--- src/bridge_sideband_regs.svh ---
`ifndef BRIDGE_SIDEBAND_REGS_SVH
`define BRIDGE_SIDEBAND_REGS_SVH
// Register byte offsets
`define REG_CTRL_OFF 12'h000
`define REG_STATUS_OFF 12'h004
`define REG_SAMPLE_OFF 12'h008
`define REG_ROMLO_OFF 12'h00C
`define REG_ROMHI_OFF 12'h010
// Control field positions
`define CTRL_ROM_REMOTE_BIT 0
`define CTRL_NMI_CLR_BIT 1
`define CTRL_WLOCK_BIT 2
// Status field positions
`define STAT_NMI_BIT 0
`define STAT_PAR_BIT 1
`define STAT_IRQ_BIT 2
`define STAT_WLOCK_BIT 3
`define STAT_ROMFULL_BIT 4
`define STAT_STRAP_BIT 5
// Reset values
`define CTRL_RESET 32'h0000_0000
// Low memory window: 16M
`define LOW_MEM_MASK 32'h00FF_FFFF
// ROM bytes per assembled word
`define ROM_BYTES 8
// AXI responses
`define RESP_OKAY 2'h0
`define RESP_SLVERR 2'h2
`endif

--- src/bridge_sideband_pkg.sv ---
package bridge_sideband_pkg;
	typedef enum logic [2:0] {
		RD_IDLE = 3'b001,
		RD_SAMPLE = 3'b010,
		RD_ECC_HOLD = 3'b100
	} rd_state_e;
endpackage

--- src/bridge_sideband_and_datapath_ctl.sv ---
// Overview of operation
// - Ignore-high-addr in address phase: drop top eight bits, map below 16M.
// - Resync interrupt request, then drive active-low processor interrupt.
// - Detected non-maskable request reports an error to the processor.
// - Power-on reset inits latches, resamples strap, clears ROM lockout.
// - ROM strobes serve direct ROM only; both stay high for remote ROM.
// - Bad processor data parity on a write asserts the parity fault output.
// - All-ones select forces all 64 data lines to one, except during ROM byte load.
// - During ROM byte load, shared select tells direct or remote ROM.
// - PCI burst read: mask up after first sample until latch empty.
// - Write latch captures every clock while open, holds otherwise.
// - Data output enable asserted: drive processor data one clock later.
// - Read latch loads each clock while open; opened for memory or PCI.
// - Memory sample keeps read latch open one more clock for ECC.
// - Read latch open must not fall before memory read sample falls.
// - Sample strobe times ECC check, loads PCI extension and read latches.
// - ROM byte load gathers eight bytes, then delivers them to processor.
//
// Added by the designer: the register offsets and register access over AXI4-Lite.
`timescale 1ns/1ps
`default_nettype none
`include "bridge_sideband_regs.svh"

module bridge_sideband_and_datapath_ctl #(
	parameter int DATA_W = 64,
	parameter int ADDR_W = 32
) (
	// Clock and reset
	input wire logic aclk,
	input wire logic aresetn,
	// Power-on reset and clocking strap
	input wire logic power_on_reset_n,
	input wire logic clock_mode_strap,
	// PCI address remap
	input wire logic ignore_high_addr_bit,
	input wire logic pci_addr_phase,
	input wire logic [ADDR_W-1:0] pci_addr_in,
	output logic [ADDR_W-1:0] mem_addr_out,
	// Interrupts
	input wire logic irq_request_in,
	input wire logic nonmaskable_request_in,
	output logic proc_irq_out_n,
	output logic proc_error_out,
	// ROM
	input wire logic rom_read_req,
	input wire logic rom_write_req,
	input wire logic rom_byte_valid,
	input wire logic [7:0] rom_byte_in,
	output logic rom_oe_n,
	output logic rom_we_n,
	output logic [DATA_W-1:0] rom_word_out,
	output logic rom_word_valid,
	// Datapath control inputs
	input wire logic all_ones_req,
	input wire logic pci_burst_read,
	input wire logic pci_read_latch_empty,
	input wire logic mem_read_req,
	input wire logic pci_read_req,
	input wire logic proc_write_open_req,
	input wire logic proc_data_oe_n,
	// Processor data bus
	input wire logic [DATA_W-1:0] proc_data_in,
	input wire logic [7:0] proc_parity_in,
	input wire logic proc_write_cycle,
	output logic [DATA_W-1:0] proc_data_out,
	output logic proc_data_drive,
	// Memory data
	input wire logic [DATA_W-1:0] mem_data_in,
	// Strobes toward the data buffer
	output logic ones_romloc_mask_select,
	output logic read_sample_mask,
	output logic mem_read_sample,
	output logic proc_to_pci_wlatch_open,
	output logic proc_read_latch_open,
	output logic proc_bus_parity_fault_n,
	output logic [DATA_W-1:0] pci_read_latch_out,
	output logic [DATA_W-1:0] wlatch_out,
	// AXI4-Lite slave
	input wire logic [11:0] s_axi_awaddr,
	input wire logic s_axi_awvalid,
	output logic s_axi_awready,
	input wire logic [31:0] s_axi_wdata,
	input wire logic [3:0] s_axi_wstrb,
	input wire logic s_axi_wvalid,
	output logic s_axi_wready,
	output logic [1:0] s_axi_bresp,
	output logic s_axi_bvalid,
	input wire logic s_axi_bready,
	input wire logic [11:0] s_axi_araddr,
	input wire logic s_axi_arvalid,
	output logic s_axi_arready,
	output logic [31:0] s_axi_rdata,
	output logic [1:0] s_axi_rresp,
	output logic s_axi_rvalid,
	input wire logic s_axi_rready
);

	// Elaboration check: byte lanes and the 16M mask assume these widths
	if (DATA_W != 64 || ADDR_W < 25)
	begin : g_width_check
		$error("Unsupported width");
	end

	// Combined reset: bus reset or power-on reset both initialise latches
	logic rst_n;
	assign rst_n = aresetn & power_on_reset_n;

	// Register state
	logic [31:0] ctrl_ff;
	logic nmi_seen_ff;
	logic par_seen_ff;
	logic wlock_ff;
	logic strap_ff;
	logic rom_remote;
	assign rom_remote = ctrl_ff[`CTRL_ROM_REMOTE_BIT];

	// Two-stage synchronisers; stage one feeds only stage two
	logic [1:0] irq_sync_ff;
	logic [1:0] nmi_sync_ff;
	always_ff @(posedge aclk)
	begin
		if (!rst_n)
		begin
			irq_sync_ff <= 2'h0;
			nmi_sync_ff <= 2'h0;
		end
		else
		begin
			irq_sync_ff <= {irq_sync_ff[0], irq_request_in};
			nmi_sync_ff <= {nmi_sync_ff[0], nonmaskable_request_in};
		end
	end

	// Interrupt pass-through; the processor does its own masking
	always_ff @(posedge aclk)
	begin
		if (!rst_n)
			proc_irq_out_n <= 1'b1;
		else
			proc_irq_out_n <= ~irq_sync_ff[1];
	end

	// Error report stays up until software clears it; set wins over clear
	always_ff @(posedge aclk)
	begin
		if (!rst_n)
			nmi_seen_ff <= 1'b0;
		else if (nmi_sync_ff[1])
			nmi_seen_ff <= 1'b1;
		else if (ctrl_ff[`CTRL_NMI_CLR_BIT])
			nmi_seen_ff <= 1'b0;
	end
	assign proc_error_out = nmi_seen_ff;

	// Strap captured by a clocked process while power-on reset is held
	always_ff @(posedge aclk)
	begin
		if (!power_on_reset_n)
			strap_ff <= clock_mode_strap;
	end

	// Address remap for ISA masters; the sourcing side times the level
	always_ff @(posedge aclk)
	begin
		if (!rst_n)
			mem_addr_out <= '0;
		else if (pci_addr_phase)
		begin
			if (ignore_high_addr_bit)
				mem_addr_out <= pci_addr_in & ADDR_W'(`LOW_MEM_MASK);
			else
				mem_addr_out <= pci_addr_in;
		end
	end

	// ROM strobes; remote configuration keeps both high, lockout keeps only the write strobe high
	always_ff @(posedge aclk)
	begin
		if (!rst_n)
		begin
			rom_oe_n <= 1'b1;
			rom_we_n <= 1'b1;
		end
		else
		begin
			rom_oe_n <= rom_remote | ~rom_read_req;
			rom_we_n <= rom_remote | wlock_ff | ~rom_write_req;
		end
	end

	// Write lockout is set by software and only cleared by reset
	always_ff @(posedge aclk)
	begin
		if (!rst_n)
			wlock_ff <= 1'b0;
		else if (ctrl_ff[`CTRL_WLOCK_BIT])
			wlock_ff <= 1'b1;
	end

	// ROM byte gathering into an eight-byte word
	logic [2:0] rom_cnt_ff;
	always_ff @(posedge aclk)
	begin
		if (!rst_n)
		begin
			rom_cnt_ff <= 3'h0;
			rom_word_out <= '0;
			rom_word_valid <= 1'b0;
		end
		else
		begin
			rom_word_valid <= 1'b0;
			if (rom_byte_valid)
			begin
				rom_word_out[rom_cnt_ff*8 +: 8] <= rom_byte_in;
				rom_cnt_ff <= rom_cnt_ff + 3'h1;
				if (rom_cnt_ff == 3'(`ROM_BYTES - 1))
					rom_word_valid <= 1'b1;
			end
		end
	end

	// Read sample sequencer: sample, then one extra open cycle for ECC
	bridge_sideband_pkg::rd_state_e rd_state_ff;
	always_ff @(posedge aclk)
	begin
		if (!rst_n)
			rd_state_ff <= bridge_sideband_pkg::RD_IDLE;
		else
		begin
			unique case (rd_state_ff)
				bridge_sideband_pkg::RD_IDLE:
					if (mem_read_req)
						rd_state_ff <= bridge_sideband_pkg::RD_SAMPLE;
				bridge_sideband_pkg::RD_SAMPLE:
					rd_state_ff <= bridge_sideband_pkg::RD_ECC_HOLD;
				bridge_sideband_pkg::RD_ECC_HOLD:
					rd_state_ff <= mem_read_req ? bridge_sideband_pkg::RD_SAMPLE
						: bridge_sideband_pkg::RD_IDLE;
				default:
					rd_state_ff <= bridge_sideband_pkg::RD_IDLE;
			endcase
		end
	end
	assign mem_read_sample =
		(rd_state_ff == bridge_sideband_pkg::RD_SAMPLE);
	// Open spans the sample and the cycle after, so it falls after the sample
	assign proc_read_latch_open = mem_read_sample
		| (rd_state_ff == bridge_sideband_pkg::RD_ECC_HOLD)
		| pci_read_req;

	// Burst read mask after the first sample until the read latch drains
	logic mask_ff;
	always_ff @(posedge aclk)
	begin
		if (!rst_n)
			mask_ff <= 1'b0;
		else if (!pci_burst_read || (mask_ff && pci_read_latch_empty))
			mask_ff <= 1'b0;
		else if (mem_read_sample)
			mask_ff <= 1'b1;
	end
	assign read_sample_mask = mask_ff;
	// Shared line: all-ones, ROM location under byte load, or mask
	assign ones_romloc_mask_select = rom_byte_valid ? rom_remote
		: (all_ones_req | mask_ff);

	// Datapath latches in the buffer chip
	logic [DATA_W-1:0] read_latch_ff;
	assign proc_to_pci_wlatch_open = proc_write_open_req;
	always_ff @(posedge aclk)
	begin
		if (!rst_n)
		begin
			wlatch_out <= '0;
			read_latch_ff <= '0;
			pci_read_latch_out <= '0;
		end
		else
		begin
			if (proc_to_pci_wlatch_open)
				wlatch_out <= proc_data_in;
			if (proc_read_latch_open)
				read_latch_ff <= mem_data_in;
			if (mem_read_sample)
				pci_read_latch_out <= mem_data_in;
		end
	end

	// Output drive starts one clock after the enable; all-ones overrides except during ROM byte load
	always_ff @(posedge aclk)
	begin
		if (!rst_n)
		begin
			proc_data_drive <= 1'b0;
			proc_data_out <= '0;
		end
		else
		begin
			proc_data_drive <= ~proc_data_oe_n;
			if (all_ones_req && !rom_byte_valid)
				proc_data_out <= '1;
			else if (rom_word_valid)
				proc_data_out <= rom_word_out;
			else
				proc_data_out <= read_latch_ff;
		end
	end

	// Even byte parity check on processor writes
	logic [7:0] lane_bad;
	genvar g;
	generate
		for (g = 0; g < 8; g++)
		begin : g_par
			assign lane_bad[g] = ^{proc_data_in[g*8 +: 8], proc_parity_in[g]};
		end
	endgenerate
	always_ff @(posedge aclk)
	begin
		if (!rst_n)
			proc_bus_parity_fault_n <= 1'b1;
		else
			proc_bus_parity_fault_n <= ~(proc_write_cycle && |lane_bad);
	end
	always_ff @(posedge aclk)
	begin
		if (!rst_n)
			par_seen_ff <= 1'b0;
		else if (proc_write_cycle && |lane_bad)
			par_seen_ff <= 1'b1;
		else if (ctrl_ff[`CTRL_NMI_CLR_BIT])
			par_seen_ff <= 1'b0;
	end

	// AXI4-Lite write path: address and data taken in either order
	logic aw_have_ff;
	logic w_have_ff;
	logic [11:0] aw_addr_ff;
	logic [31:0] w_data_ff;
	logic [3:0] w_strb_ff;
	assign s_axi_awready = ~aw_have_ff & ~s_axi_bvalid;
	assign s_axi_wready = ~w_have_ff & ~s_axi_bvalid;
	always_ff @(posedge aclk)
	begin
		if (!aresetn)
		begin
			aw_have_ff <= 1'b0;
			w_have_ff <= 1'b0;
			aw_addr_ff <= 12'h000;
			w_data_ff <= 32'h0000_0000;
			w_strb_ff <= 4'h0;
			s_axi_bvalid <= 1'b0;
			s_axi_bresp <= `RESP_OKAY;
		end
		else
		begin
			if (s_axi_awvalid && s_axi_awready)
			begin
				aw_have_ff <= 1'b1;
				aw_addr_ff <= s_axi_awaddr;
			end
			if (s_axi_wvalid && s_axi_wready)
			begin
				w_have_ff <= 1'b1;
				w_data_ff <= s_axi_wdata;
				w_strb_ff <= s_axi_wstrb;
			end
			if (aw_have_ff && w_have_ff)
			begin
				aw_have_ff <= 1'b0;
				w_have_ff <= 1'b0;
				s_axi_bvalid <= 1'b1;
				s_axi_bresp <= (aw_addr_ff == `REG_CTRL_OFF) ? `RESP_OKAY
					: `RESP_SLVERR;
			end
			else if (s_axi_bvalid && s_axi_bready)
				s_axi_bvalid <= 1'b0;
		end
	end

	// Control register with byte strobes; clear bit self-clears
	logic wr_ctrl;
	assign wr_ctrl = aw_have_ff & w_have_ff & (aw_addr_ff == `REG_CTRL_OFF);
	always_ff @(posedge aclk)
	begin
		if (!rst_n)
			ctrl_ff <= `CTRL_RESET;
		else
		begin
			ctrl_ff[`CTRL_NMI_CLR_BIT] <= 1'b0;
			if (wr_ctrl)
			begin
				for (int b = 0; b < 4; b++)
					if (w_strb_ff[b])
						ctrl_ff[b*8 +: 8] <= w_data_ff[b*8 +: 8];
			end
		end
	end

	// AXI4-Lite read path, one cycle to answer
	assign s_axi_arready = ~s_axi_rvalid;
	always_ff @(posedge aclk)
	begin
		if (!aresetn)
		begin
			s_axi_rvalid <= 1'b0;
			s_axi_rdata <= 32'h0000_0000;
			s_axi_rresp <= `RESP_OKAY;
		end
		else if (s_axi_arvalid && s_axi_arready)
		begin
			s_axi_rvalid <= 1'b1;
			s_axi_rresp <= `RESP_OKAY;
			unique case (s_axi_araddr)
				`REG_CTRL_OFF: s_axi_rdata <= ctrl_ff;
				`REG_STATUS_OFF: s_axi_rdata <= {26'h0, strap_ff,
					(rom_cnt_ff == 3'h0), wlock_ff, ~proc_irq_out_n,
					par_seen_ff, nmi_seen_ff};
				`REG_SAMPLE_OFF: s_axi_rdata <= {29'h0, rd_state_ff};
				`REG_ROMLO_OFF: s_axi_rdata <= rom_word_out[31:0];
				`REG_ROMHI_OFF: s_axi_rdata <= rom_word_out[63:32];
				default:
				begin
					s_axi_rdata <= 32'h0000_0000;
					s_axi_rresp <= `RESP_SLVERR;
				end
			endcase
		end
		else if (s_axi_rready)
			s_axi_rvalid <= 1'b0;
	end

endmodule
`default_nettype wire

--- config.mk ---
export PLATFORM = sky130hd
export DESIGN_NAME = bridge_sideband_and_datapath_ctl
export DESIGN_NICKNAME = d
export VERILOG_FILES = /design/src/bridge_sideband_pkg.sv /design/src/bridge_sideband_and_datapath_ctl.sv
export VERILOG_INCLUDE_DIRS = /design/src
export SDC_FILE = /design/constraint.sdc
export NUM_CORES = 1
export LEC_CHECK = 0
export ABC_AREA = 0
export BUFFER_PORTS_ARGS = -buffer_cell sky130_fd_sc_hd__buf_2
export CELL_PAD_IN_SITES_DETAIL_PLACEMENT = 0
export CELL_PAD_IN_SITES_GLOBAL_PLACEMENT = 1
export CORE_ASPECT_RATIO = 0.7
export CORE_MARGIN = 2
export CORE_UTILIZATION = 37
export DETAILED_ROUTE_END_ITERATION = 8
export GPL_ROUTABILITY_DRIVEN = 0
export PLACE_DENSITY_LB_ADDON = 0.3
export SYNTH_ARGS = -nofsm -noshare
export SYNTH_HDL_FRONTEND = slang
export SYNTH_SLANG_ARGS = --single-unit
export TNS_END_PERCENT = 50
--- constraint.sdc ---
create_clock -name aclk -period 3 [get_ports aclk]
set_input_delay 0.15 -clock aclk [delete_from_list [all_inputs] [get_ports aclk]]
set_output_delay 0.15 -clock aclk [all_outputs]
set_load 0.02 [all_outputs]
Yosys cells after proc, flatten, opt, wreduce, memory -nomap -nowiden
Index checks and enable logic that the tools add are counted.
{"block": "op_classes", "addsub": 2, "eq_ne": 9, "n_shift": 2, "mux": 19, "bitwise_logic": 23, "n_reduce_logical": 36}
{"op": "one-hot mux 32 bit (5 select lines)", "n": 1}
{"op": "2-to-1 mux 64 bit", "n": 2}
{"op": "XOR reduction 9 bit", "n": 8}
{"op": "bitwise mux 64 bit", "n": 1}
{"op": "variable shift 8 x 34 -> 64 bit (first input constant)", "n": 1}
{"op": "indexed part select 8 x 34 -> 64 bit", "n": 1}
{"op": "negation 6 -> 34 bit", "n": 1}
{"op": "2-to-1 mux 32 bit", "n": 1}
{"op": "equality test 12 x 4 -> 1 bit (second input constant)", "n": 2}
{"op": "logical NOT 12 bit", "n": 2}
{"op": "equality test 12 x 3 -> 1 bit (second input constant)", "n": 1}
{"op": "equality test 12 x 5 -> 1 bit (second input constant)", "n": 1}
{"op": "NOT 1 bit", "n": 12}
{"op": "AND reduction 2 bit", "n": 5}
{"op": "2-to-1 mux 1 bit", "n": 9}
{"op": "one-hot mux 3 bit (3 select lines)", "n": 1}
{"op": "logical AND 1 bit", "n": 8}
{"op": "nonzero test 2 bit", "n": 4}
{"op": "OR reduction 8 bit", "n": 1}
{"op": "equality test 3 bit (second input constant)", "n": 2}
{"op": "2-to-1 mux 2 bit", "n": 3}
{"op": "OR 1 bit", "n": 6}
{"op": "AND 1 bit", "n": 5}
{"op": "OR reduction 5 bit", "n": 1}
{"op": "10 further kinds", "n": 12}
{"block": "word_totals", "regBits": 493, "input_bits": 260, "output_inout_bits": 341, "word_cells": 127}

Longest topological paths before layout
Gate-level depths: netlist of the first run.
{"block": "logic_depth", "ltp_word": 4, "ltp_mapped": 10, "mapped_depth_nobuf": 9}

Worst setup path after synthesis of the first run
Ideal clock, no wire load.
{"block": "synth_timing", "path_type": "register -> register", "startpoint": "register rom_cnt_ff[0]", "endpoint": "register rom_word_out[0]", "setup_ps": 128, "arrival_ps": 2042, "required_ps": 2872, "setup_slack_ps": 831, "stages_incl_launch_ff": 9, "n_path_buf": 1, "synth_period_minus_slack_ps": 2169, "path_cell_list": "dfxtp_1 > buf_2 > inv_1 > ha_1 > ha_1 > nor3b_1 > nand4_1 > mux2i_1 > nor2_1"}
{"block": "synth_between", "elab_chain_cells": 3}
{"item": "start: declaration", "line": "bridge_sideband_and_datapath_ctl.sv:201", "rtl": "logic [2:0] rom_cnt_ff;"}
{"item": "start signal: assignment", "line": "bridge_sideband_and_datapath_ctl.sv:216", "rtl": "rom_cnt_ff <= rom_cnt_ff + 3'h1;"}
{"item": "negation 6 -> 34 bit (*)", "line": "bridge_sideband_and_datapath_ctl.sv:215", "rtl": "rom_word_out[rom_cnt_ff*8 +: 8] <= rom_byte_in;"}
{"item": "indexed part select 8 x 34 -> 64 bit or variable shift 8 x 34 -> 64 bit (tied branches)", "line": "bridge_sideband_and_datapath_ctl.sv:215"}
{"item": "bitwise mux 64 bit (*)", "line": "bridge_sideband_and_datapath_ctl.sv:215"}
{"item": "end signal: indexed assignment", "line": "bridge_sideband_and_datapath_ctl.sv:215"}
{"item": "end: declaration", "line": "bridge_sideband_and_datapath_ctl.sv:51", "rtl": "output logic [DATA_W-1:0] rom_word_out,"}
Mark *: on every way between the ends. The rest lies on a longest branch, timed or not.
A chain may end at the register's enable or synchronous reset.

Worst setup path after layout of the first run
{"block": "layout_timing", "startpoint": "register rom_cnt_ff[0]", "endpoint": "register rom_word_out[5]"}
Same word-level chain as after synthesis.

==> impl_metrics.json, run 1 <==
{
  "area_growth_pct": 41.0,
  "end_kind": "register",
  "status": "finished, final reports clean",
  "clockBufferDepth": 3,
  "die_x_um": 273,
  "die_y_um": 192,
  "worstSetupStartpointType": "register",
  "global_route.usage.met3_pct": 6.26,
  "globalRouteOverflowTotal": 0,
  "clock_latency_ps": 600,
  "cts_buffers": 50,
  "grt_max_degree": 100,
  "cts_tree": "yes",
  "ir_drop_mv": 0.444,
  "ios": 601,
  "p_total_mw": 14.8,
  "remaining_drc_errors": 0,
  "clock.fmax_mhz": 367,
  "netlist.top_cell.by_area": "dfxtp_1",
  "ant_nets": 0,
  "antenna_found_initial": 4,
  "maxCapViolCount": 0,
  "vias": 17568,
  "synth-seq-cells": 491,
  "io_buffers": 598,
  "track_usage_pct": 25.1,
  "ys_top_cells_by_area": "dfxtp_1 52%, mux2i_1 12%, nand2_1 8.5%, a21oi_1 6.9%, nor2_1 4.3%",
  "fin_crit_sh_pct": 90.7,
  "use_met2_pct": 41.0,
  "leakagePower_nw": 11.6,
  "cts.sinks": 491,
  "finalSetupViolCount": 0,
  "synth_commonest_cells": "490 x dfxtp_1, 425 x nand2_1, 258 x a21oi_1",
  "max_slew_margin_pct": 32.5,
  "wl_um": 69200,
  "worstPathMaxFanout": 10,
  "setup_ws_ps": 279,
  "async_flop_share_pct": 0,
  "grt_setup_unrepaired": "false",
  "tns_ps": 0,
  "slew_viol_final": 0,
  "drive_above_1_share_pct": 25.1,
  "synthCells": 2090,
  "synth_cell_types": 44,
  "drt-initial-drc-count": 1046,
  "rows": 69,
  "grt_busiest_layer": "met2",
  "post_drt_wl_per_cell_um": 19.3,
  "initial_utilization_pct": 37.2,
  "clk_pin_slew_ps": 60,
  "cts-root-buf": "clkbuf_16",
  "arrival_ps": 3170,
  "hold_viol_final": 0,
  "first_pass_iters": 7,
  "die-area_mm2": 0.0526,
  "htreeDepth": 2,
  "coreArea_mm2": 0.0504,
  "synth_most_common_cell": "dfxtp_1",
  "synth_warnings": 0,
  "hold_class": "input pin to register",
  "layout_min_cycle_time_ps": 2720,
  "dpl_worst_slack_ps": 364,
  "vias_per_cell": 4.91,
  "fin_skew_ps": 18.7,
  "critical_path_class": "register to register",
  "gr-usage-met1_pct": 32.8,
  "synth-main-ff-cell": "dfxtp_1",
  "fin_nets": 3123,
  "cp.required_ps": 3440,
  "synth_edf_count": 1,
  "worst_pin_slew_ps": 1010,
  "syn_area_per_cell_um2": 8.98,
  "syn_area_mm2": 0.0188,
  "hpwl_um": 49200,
  "seq_area_frac_synth_pct": 52.4,
  "num-fill-cells": 4713,
  "grt_pass1_wl_um": 101000,
  "synth_top_area_share_pct": 52.2,
  "power_density_mw_per_mm2": 557,
  "grt_pass1_vias": 17014
}
## cells by family after synthesis
group                      after synthesis  synth area share, %
muxes                                  231                 12.5
xor gates and xnor gates                61                 3.28
and+or+nand+nor                        762                 16.8
DFF                                    491                 52.4
buffers and inverters                  161                 3.44
AOI/OAI and AO/OA                      379                 11.3
adders and majority gates                4                0.267
other                                    1               0.0200
## per-layer routing
metal,vias to the layer above,routed length [um]
li1,8488,-
met1,8473,30200
met2,515,32500
met3,92,4990
met4,0,1520
met5,-,0
## worst max-delay path, stage by stage (launching register included)
cell	delay, ps
dfxtp_1	490
inv_1	110
ha_1	230
ha_1	390
nor3b_1	330
nand4_1	600
mux2i_1	360
nor2_1	60
## path summary, 6_finish.rpt
path	depth (start not counted)	from	to	slack, ps
hold / removal	5	pci_read_req	read_latch_ff[54]$_SDFFE_PN0P_	40
setup reg to reg	7	rom_cnt_ff[0]$_SDFFE_PN0P_	rom_word_out[5]$_SDFFE_PN0P_	280
setup / recovery	7	rom_cnt_ff[0]$_SDFFE_PN0P_	rom_word_out[5]$_SDFFE_PN0P_	280
hold reg to reg	1	irq_sync_ff[1]$_SDFF_PN0_	proc_irq_out_n$_SDFF_PN1_	380
## cell type report
class | count | area, um2 | share of cell area (%)
inverter | 8 | 30.0 | 0.113
clock buffer | 78 | 1510 | 5.70
multi-input combinational | 1439 | 8320 | 31.4
antenna | 3 | 7.51 | 0.0284
tap | 674 | 843 | 3.19
sequential | 491 | 9840 | 37.2
clock inverter | 15 | 175 | 0.662
timing repair buffer | 869 | 5750 | 21.7
## stage by stage
step	area, um2	util, %	cells	hold slack (ps)
final	26500	52.5	3577	44.3
after global routing	26500	52.5	3575	45.1
after CTS	26500	52.5	3574	21.5
after detailed placement	22400	44.4	3240	319
after global placement	22400	44.4	3240	315
after floorplan	18800	-	2091	212
## layout by cell type, fill, tap and decap left out, types with 14 or more instances in the layout
cell type and count:
a21boi_0 50, a21oi_1 258, a22oi_1 29, and2_1 43, buf_2 597, buf_4 22, clkbuf_1 14, clkbuf_16 51
dfxtp_1 489, dlygate4sd3_1 241, mux2i_1 225, nand2_1 423, nand3_1 18, nor2_1 215, o21ai_0 35, xnor2_1 39
xor2_1 16
## state kept, by name, summed over array words and instances (netlist names), 2 cells and up
register            count
proc_data_out          64
rom_cnt_ff              3
wlatch_out             64
irq_sync_ff             2
s_axi_rdata            32
aw_addr_ff             12
nmi_sync_ff             2
w_data_ff              32
ctrl_ff                32
w_strb_ff               4
pci_read_latch_out     64
rd_state_ff             3
rom_word_out           64
mem_addr_out           32
read_latch_ff          64
## report_power, final
part / leakage, nW / switching (mW) / internal [mW] / total, mW
sequential: 3.99 / 0.0837 / 6.68 / 6.77
clock: 0.830 / 2.69 / 3.72 / 6.40
combinational: 6.76 / 0.865 / 0.714 / 1.58
total: 11.6 / 3.64 / 11.1 / 14.8
## repair_timing
item | 4_1_cts | 5_1_grt
resized for setup | 0 | 0
endpoints found under the hold margin | 335 | 0
hold buffers | 241 | 0
buffers inserted | 0 | 0
Power figures use the tool's default switching activity.
==> run 2: changes to the inputs <==
Settings changed: HOLD_SLACK_MARGIN set to 0.08.
==> impl_metrics.json, run 2 (synthesis results as in run 1) <==
{
  "internal-power_mw": 11.1,
  "slowest_stage": "nand4_1",
  "leakagePower_nw": 11.6,
  "hold_path_end": "mem_addr_out[23]$_SDFFE_PN0P_",
  "power_density_mw_per_mm2": 555,
  "r2r_setup_slack_ps": 300,
  "finalSetupViolCount": 0,
  "track_usage_pct": 25.2,
  "ant_nets": 0,
  "clk_pin_slew_ps": 60,
  "remaining_drc_errors": 0,
  "critPathBufInv": 1,
  "die_y_um": 192,
  "r2r_cells": 7,
  "clock_power_share_pct": 43.4,
  "hold_class": "input pin to register",
  "fin_skew_ps": 19.0,
  "post_dp_cell_area_mm2": 0.0224,
  "cts.sinks": 491,
  "cp.required_ps": 3440,
  "final_common_cell": "buf_2",
  "finalInstanceArea_mm2": 0.0266,
  "tns_ps": 0,
  "pwr-share-seq_pct": 45.8,
  "cts_buffers": 50,
  "area_growth_pct": 41.6,
  "status": "finished, final reports clean",
  "slew_viol_final": 0,
  "num-fill-cells": 4690,
  "globalRouteOverflowTotal": 0,
  "maxCapViolCount": 0,
  "vias": 17723,
  "die_x_um": 273,
  "initial_utilization_pct": 37.2,
  "dp_cells": 3240,
  "r2r_end": "rom_word_out[5]$_SDFFE_PN0P_",
  "htreeDepth": 2,
  "cp_cell_sequence": "inv_1, ha_1, ha_1, nor3b_1, nand4_1, mux2i_1, nor2_1",
  "worstPathMaxFanout": 10,
  "end_kind": "register",
  "rows": 69,
  "cpPeakStageDelay_ps": 580,
  "fin_crit_sh_pct": 90.1,
  "io_buffers": 598,
  "cts_tree": "yes",
  "drt-initial-drc-count": 1003,
  "hpwl_um": 49200,
  "hold_viol_final": 0,
  "grt_max_degree": 100,
  "worstSetupStartpointType": "register",
  "drive_above_1_share_pct": 25.0,
  "postLayoutCoreUtil_pct": 52.7,
  "p_comb_share_pct": 10.8,
  "cts-root-buf": "clkbuf_16",
  "crit_cells": 7,
  "ir_drop_mv": 0.444,
  "layout_min_cycle_time_ps": 2700,
  "mostFrequentLayoutCells": "597 x buf_2, 489 x dfxtp_1, 423 x nand2_1",
  "die-area_mm2": 0.0526,
  "reg2reg_from": "rom_cnt_ff[0]$_SDFFE_PN0P_",
  "switching_power_mw": 3.64,
  "fin_cells": 3588,
  "post_drt_wl_per_cell_um": 19.3,
  "vias_per_cell": 4.94,
  "grt_pass1_wl_um": 102000,
  "max_slew_margin_pct": 32.0,
  "cpMostUsedCell": "ha_1",
  "antenna_found_initial": 4,
  "crit_family": "simple AND/OR/NAND/NOR gates",
  "ios": 601,
  "clockBufferDepth": 3,
  "worst_pin_slew_ps": 1020,
  "hold_depth": 3,
  "seqCellArea_mm2": 0.00984,
  "critical_path_class": "register to register",
  "wl_um": 69400,
  "worstHoldStart": "pci_addr_phase",
  "coreArea_mm2": 0.0504,
  "clock.fmax_mhz": 370,
  "grt_setup_unrepaired": "false",
  "grt_pass1_vias": 17066,
  "multi_input_area_mm2": 0.00832,
  "fin_nets": 3134,
  "arrival_ps": 3140,
  "swShare_pct": 24.6,
  "clock_latency_ps": 600,
  "first_pass_iters": 5
}
run 2: worst max-delay path by stage:
stage / from / endpoint / slack (ps)
finish: rom_cnt_ff[0]$_SDFFE_PN0P_ / rom_word_out[5]$_SDFFE_PN0P_ / 300
global route: rom_cnt_ff[0]$_SDFFE_PN0P_ / rom_word_out[7]$_SDFFE_PN0P_ / 90
CTS: rom_cnt_ff[0]$_SDFFE_PN0P_ / rom_word_out[7]$_SDFFE_PN0P_ / 330
global placement: rom_cnt_ff[0]$_SDFFE_PN0P_ / rom_word_out[4]$_SDFFE_PN0P_ / 520
floorplan: rom_cnt_ff[0]$_SDFFE_PN0P_ / rom_word_out[0]$_SDFFE_PN0P_ / 830
detailed placement: rom_cnt_ff[0]$_SDFFE_PN0P_ / rom_word_out[5]$_SDFFE_PN0P_ / 360
run 2: metrics by stage:
step	power [mW]	hold slack (ps)	setup WS (ps)
floorplan	7.67	212	831
global placement	8.20	315	522
detailed placement	8.22	319	364
CTS	14.9	80.6	330
global route	15.3	130	89.6
finish	14.8	129	298
run 2: power groups by stage:
stage | Clock, mW | Sequential, mW | Combinational (mW)
after CTS | 6.56 | 6.76 | 1.58
after floorplan | 0 | 6.99 | 0.676
after detailed placement | 0 | 6.91 | 1.31
after global placement | 0 | 6.90 | 1.29
after global routing | 6.84 | 6.78 | 1.71
final | 6.40 | 6.77 | 1.59
run 2: final cells by class:
cell class	count	share of cell area [%]
sequential	491	37.0
multi-input combinational	1439	31.3
timing repair buffer	880	22.0
clock buffer	78	5.67
tap	674	3.17
clock inverter	15	0.659
inverter	8	0.113
antenna	3	0.0282
run 2: routing by layer:
metal / up-vias / share of wire (%) / track usage, % / wire length [um]
li1: 8503 / - / - / -
met1: 8592 / 43 / 33.0 / 30100
met2: 528 / 47 / 41.1 / 32700
met3: 100 / 7.2 / 6.36 / 4980
met4: 0 / 2.2 / 6.91 / 1550
met5: - / 0 / 0 / 0
run 2: tightest hold or removal path, delay by kind of cell:
kind	cells	cell delay (ps)
AND/OR/NAND/NOR	1	90
buffers and inverters	1	260
multiplexers	1	180
run 2: timing repair:
item                                   in CTS  in global routing
endpoints found under the hold margin     339                  0
gates resized for setup                     0                  0
hold buffers                              252                  0
setup buffers                               0                  0
==> run 3: changes to the inputs <==
Settings changed: CORE_UTILIZATION 37 to 39, CTS_BUF_LIST set to sky130_fd_sc_hd__clkbuf_8.
==> impl_metrics.json, run 3 (synthesis results as in run 1) <==
{
  "status": "finished, final reports clean",
  "cp.required_ps": 3500,
  "cp_cell_sequence": "inv_1, ha_1, ha_1, nor3b_1, nand4_1, mux2i_1, nor2_1",
  "first_pass_iters": 6,
  "grt_busiest_layer": "met2",
  "global_route.usage.met3_pct": 7.60,
  "cts_tree": "yes",
  "worstPathMaxFanout": 10,
  "worstSetupEndpoint": "rom_word_out[7]$_SDFFE_PN0P_",
  "dp_cells": 3184,
  "critical_path_class": "register to register",
  "vias": 18130,
  "clk_pin_slew_ps": 60,
  "vias_per_cell": 4.98,
  "gr-usage-met1_pct": 35.2,
  "grt_setup_unrepaired": "false",
  "end_kind": "register",
  "fin_crit_sh_pct": 89.1,
  "area_growth_pct": 43.5,
  "slowest_stage": "nand4_1",
  "use_met2_pct": 43.5,
  "drt-initial-drc-count": 1112,
  "critPathLaunch": "rom_cnt_ff[0]$_SDFFE_PN0P_",
  "cts.sinks": 491,
  "io_buffers": 598,
  "ir_drop_mv": 0.400,
  "leakagePower_nw": 12.0,
  "grt_max_degree": 119,
  "mostFrequentLayoutCells": "597 x buf_2, 489 x dfxtp_1, 423 x nand2_1",
  "cts-resized-gates": 0,
  "die-area_mm2": 0.0499,
  "wl_um": 69700,
  "fin_nets": 3217,
  "r2r_setup_slack_ps": 330,
  "layout_min_cycle_time_ps": 2670,
  "cts_buffers": 78,
  "globalRouteOverflowTotal": 0,
  "cpMostUsedCell": "ha_1",
  "clock.fmax_mhz": 374,
  "max_slew_margin_pct": 25.4,
  "arrival_ps": 3170,
  "cts_setup_buffers": 0,
  "hold_class": "input pin to register",
  "drive_above_1_share_pct": 25.2,
  "grt_pass1_vias": 17823,
  "hold_viol_final": 0,
  "cpPeakStageDelay_ps": 580,
  "power_density_mw_per_mm2": 528,
  "hpwl_um": 48300,
  "hold_buffers": 310,
  "final_common_cell": "buf_2",
  "clock_latency_ps": 660,
  "maxCapViolCount": 0,
  "worstSetupStartpointType": "register",
  "clockBufferDepth": 3,
  "die_x_um": 266,
  "fin_skew_ps": 23.1,
  "coreArea_mm2": 0.0477,
  "fin_cells": 3638,
  "initial_utilization_pct": 39.4,
  "worst_pin_slew_ps": 1120,
  "die_y_um": 188,
  "ios": 601,
  "reg2reg_from": "rom_cnt_ff[0]$_SDFFE_PN0P_",
  "cts-root-buf": "clkbuf_8",
  "track_usage_pct": 27.0,
  "post_drt_wl_per_cell_um": 19.2,
  "r2r_cells": 7,
  "rows": 67,
  "remaining_drc_errors": 0,
  "htreeDepth": 3,
  "ant_nets": 0,
  "grt_pass1_wl_um": 104000,
  "slew_viol_final": 0,
  "antenna_found_initial": 1,
  "finalSetupViolCount": 0,
  "tns_ps": 0,
  "r2r_end": "rom_word_out[7]$_SDFFE_PN0P_"
}
[run 3: changes by cell type in the layout (fill, tap and decap cells not counted), sizes merged]
cell         before  now
clkbuf           78  101
buf             628  625
bufinv            3    1
clkinv           11    7
dlygate4sd3     252  310
clkinvlp          1    3
inv               8   37
[run 3: final cells by class]
cell class | count | area (um2)
Inverter | 8 | 30.0
Clock inverter | 40 | 201
Fill cell | 4301 | 20800
Sequential cell | 491 | 9840
Clock buffer | 101 | 1390
Tap cell | 621 | 777
Antenna cell | 3 | 7.51
Multi-Input combinational cell | 1439 | 8320
Timing Repair Buffer | 935 | 6380
[run 3: metal layers]
metal / vias up / share of wire [%]
met2: 593 / 46
met3: 130 / 7.6
met4: 0 / 2.5
met5: - / 0
met1: 8715 / 44
li1: 8692 / -
[run 3: worst min-delay path by stage]
| stage | startpoint | end | slack (ps) | cells after the start |
|---|---|---|---|---|
| 2_1_floorplan | rom_read_req | rom_oe_n$_SDFF_PN1_ | 210 | 1 |
| 3_3_place_gp | rom_read_req | rom_oe_n$_SDFF_PN1_ | 320 | 2 |
| 3_5_place_dp | proc_data_oe_n | proc_data_drive$_SDFF_PN0_ | 310 | 2 |
| 4_1_cts | s_axi_araddr[4] | s_axi_rdata[4]$_SDFFE_PN0P_ | 110 | 5 |
| 5_1_grt | s_axi_araddr[4] | s_axi_rdata[11]$_SDFFE_PN0P_ | 160 | 5 |
| 6_report | s_axi_araddr[4] | s_axi_rdata[4]$_SDFFE_PN0P_ | 170 | 5 |
[run 3: critical path: cells and delay by family, from the launching register on]
kind                     cells  cell delay (ps)
multiplexers                 1              340
adder cells (fa/ha/maj)      2              600
flip-flops                   1              500
buffers and inverters        1              110
AND/OR/NAND/NOR              3              960
[run 3: metrics by stage]
step / worst slack [ps] / hold WS [ps] / utilization, % / power [mW] / area, um2
CTS: 335 / 113 / 56.5 / 14.4 / 26900
floorplan: 831 / 212 / - / 7.67 / 18800
global placement: 506 / 317 / 46.6 / 8.19 / 22200
finish: 326 / 172 / 56.5 / 14.2 / 26900
global route: 106 / 157 / 56.5 / 14.8 / 26900
detailed placement: 383 / 310 / 46.6 / 8.21 / 22200
[run 3: report_power, final]
group          leakage [nW]  internal (mW)  switching, mW
clock                 0.922           3.10           2.70
sequential             3.99           6.68         0.0849
combinational          7.07          0.775          0.883
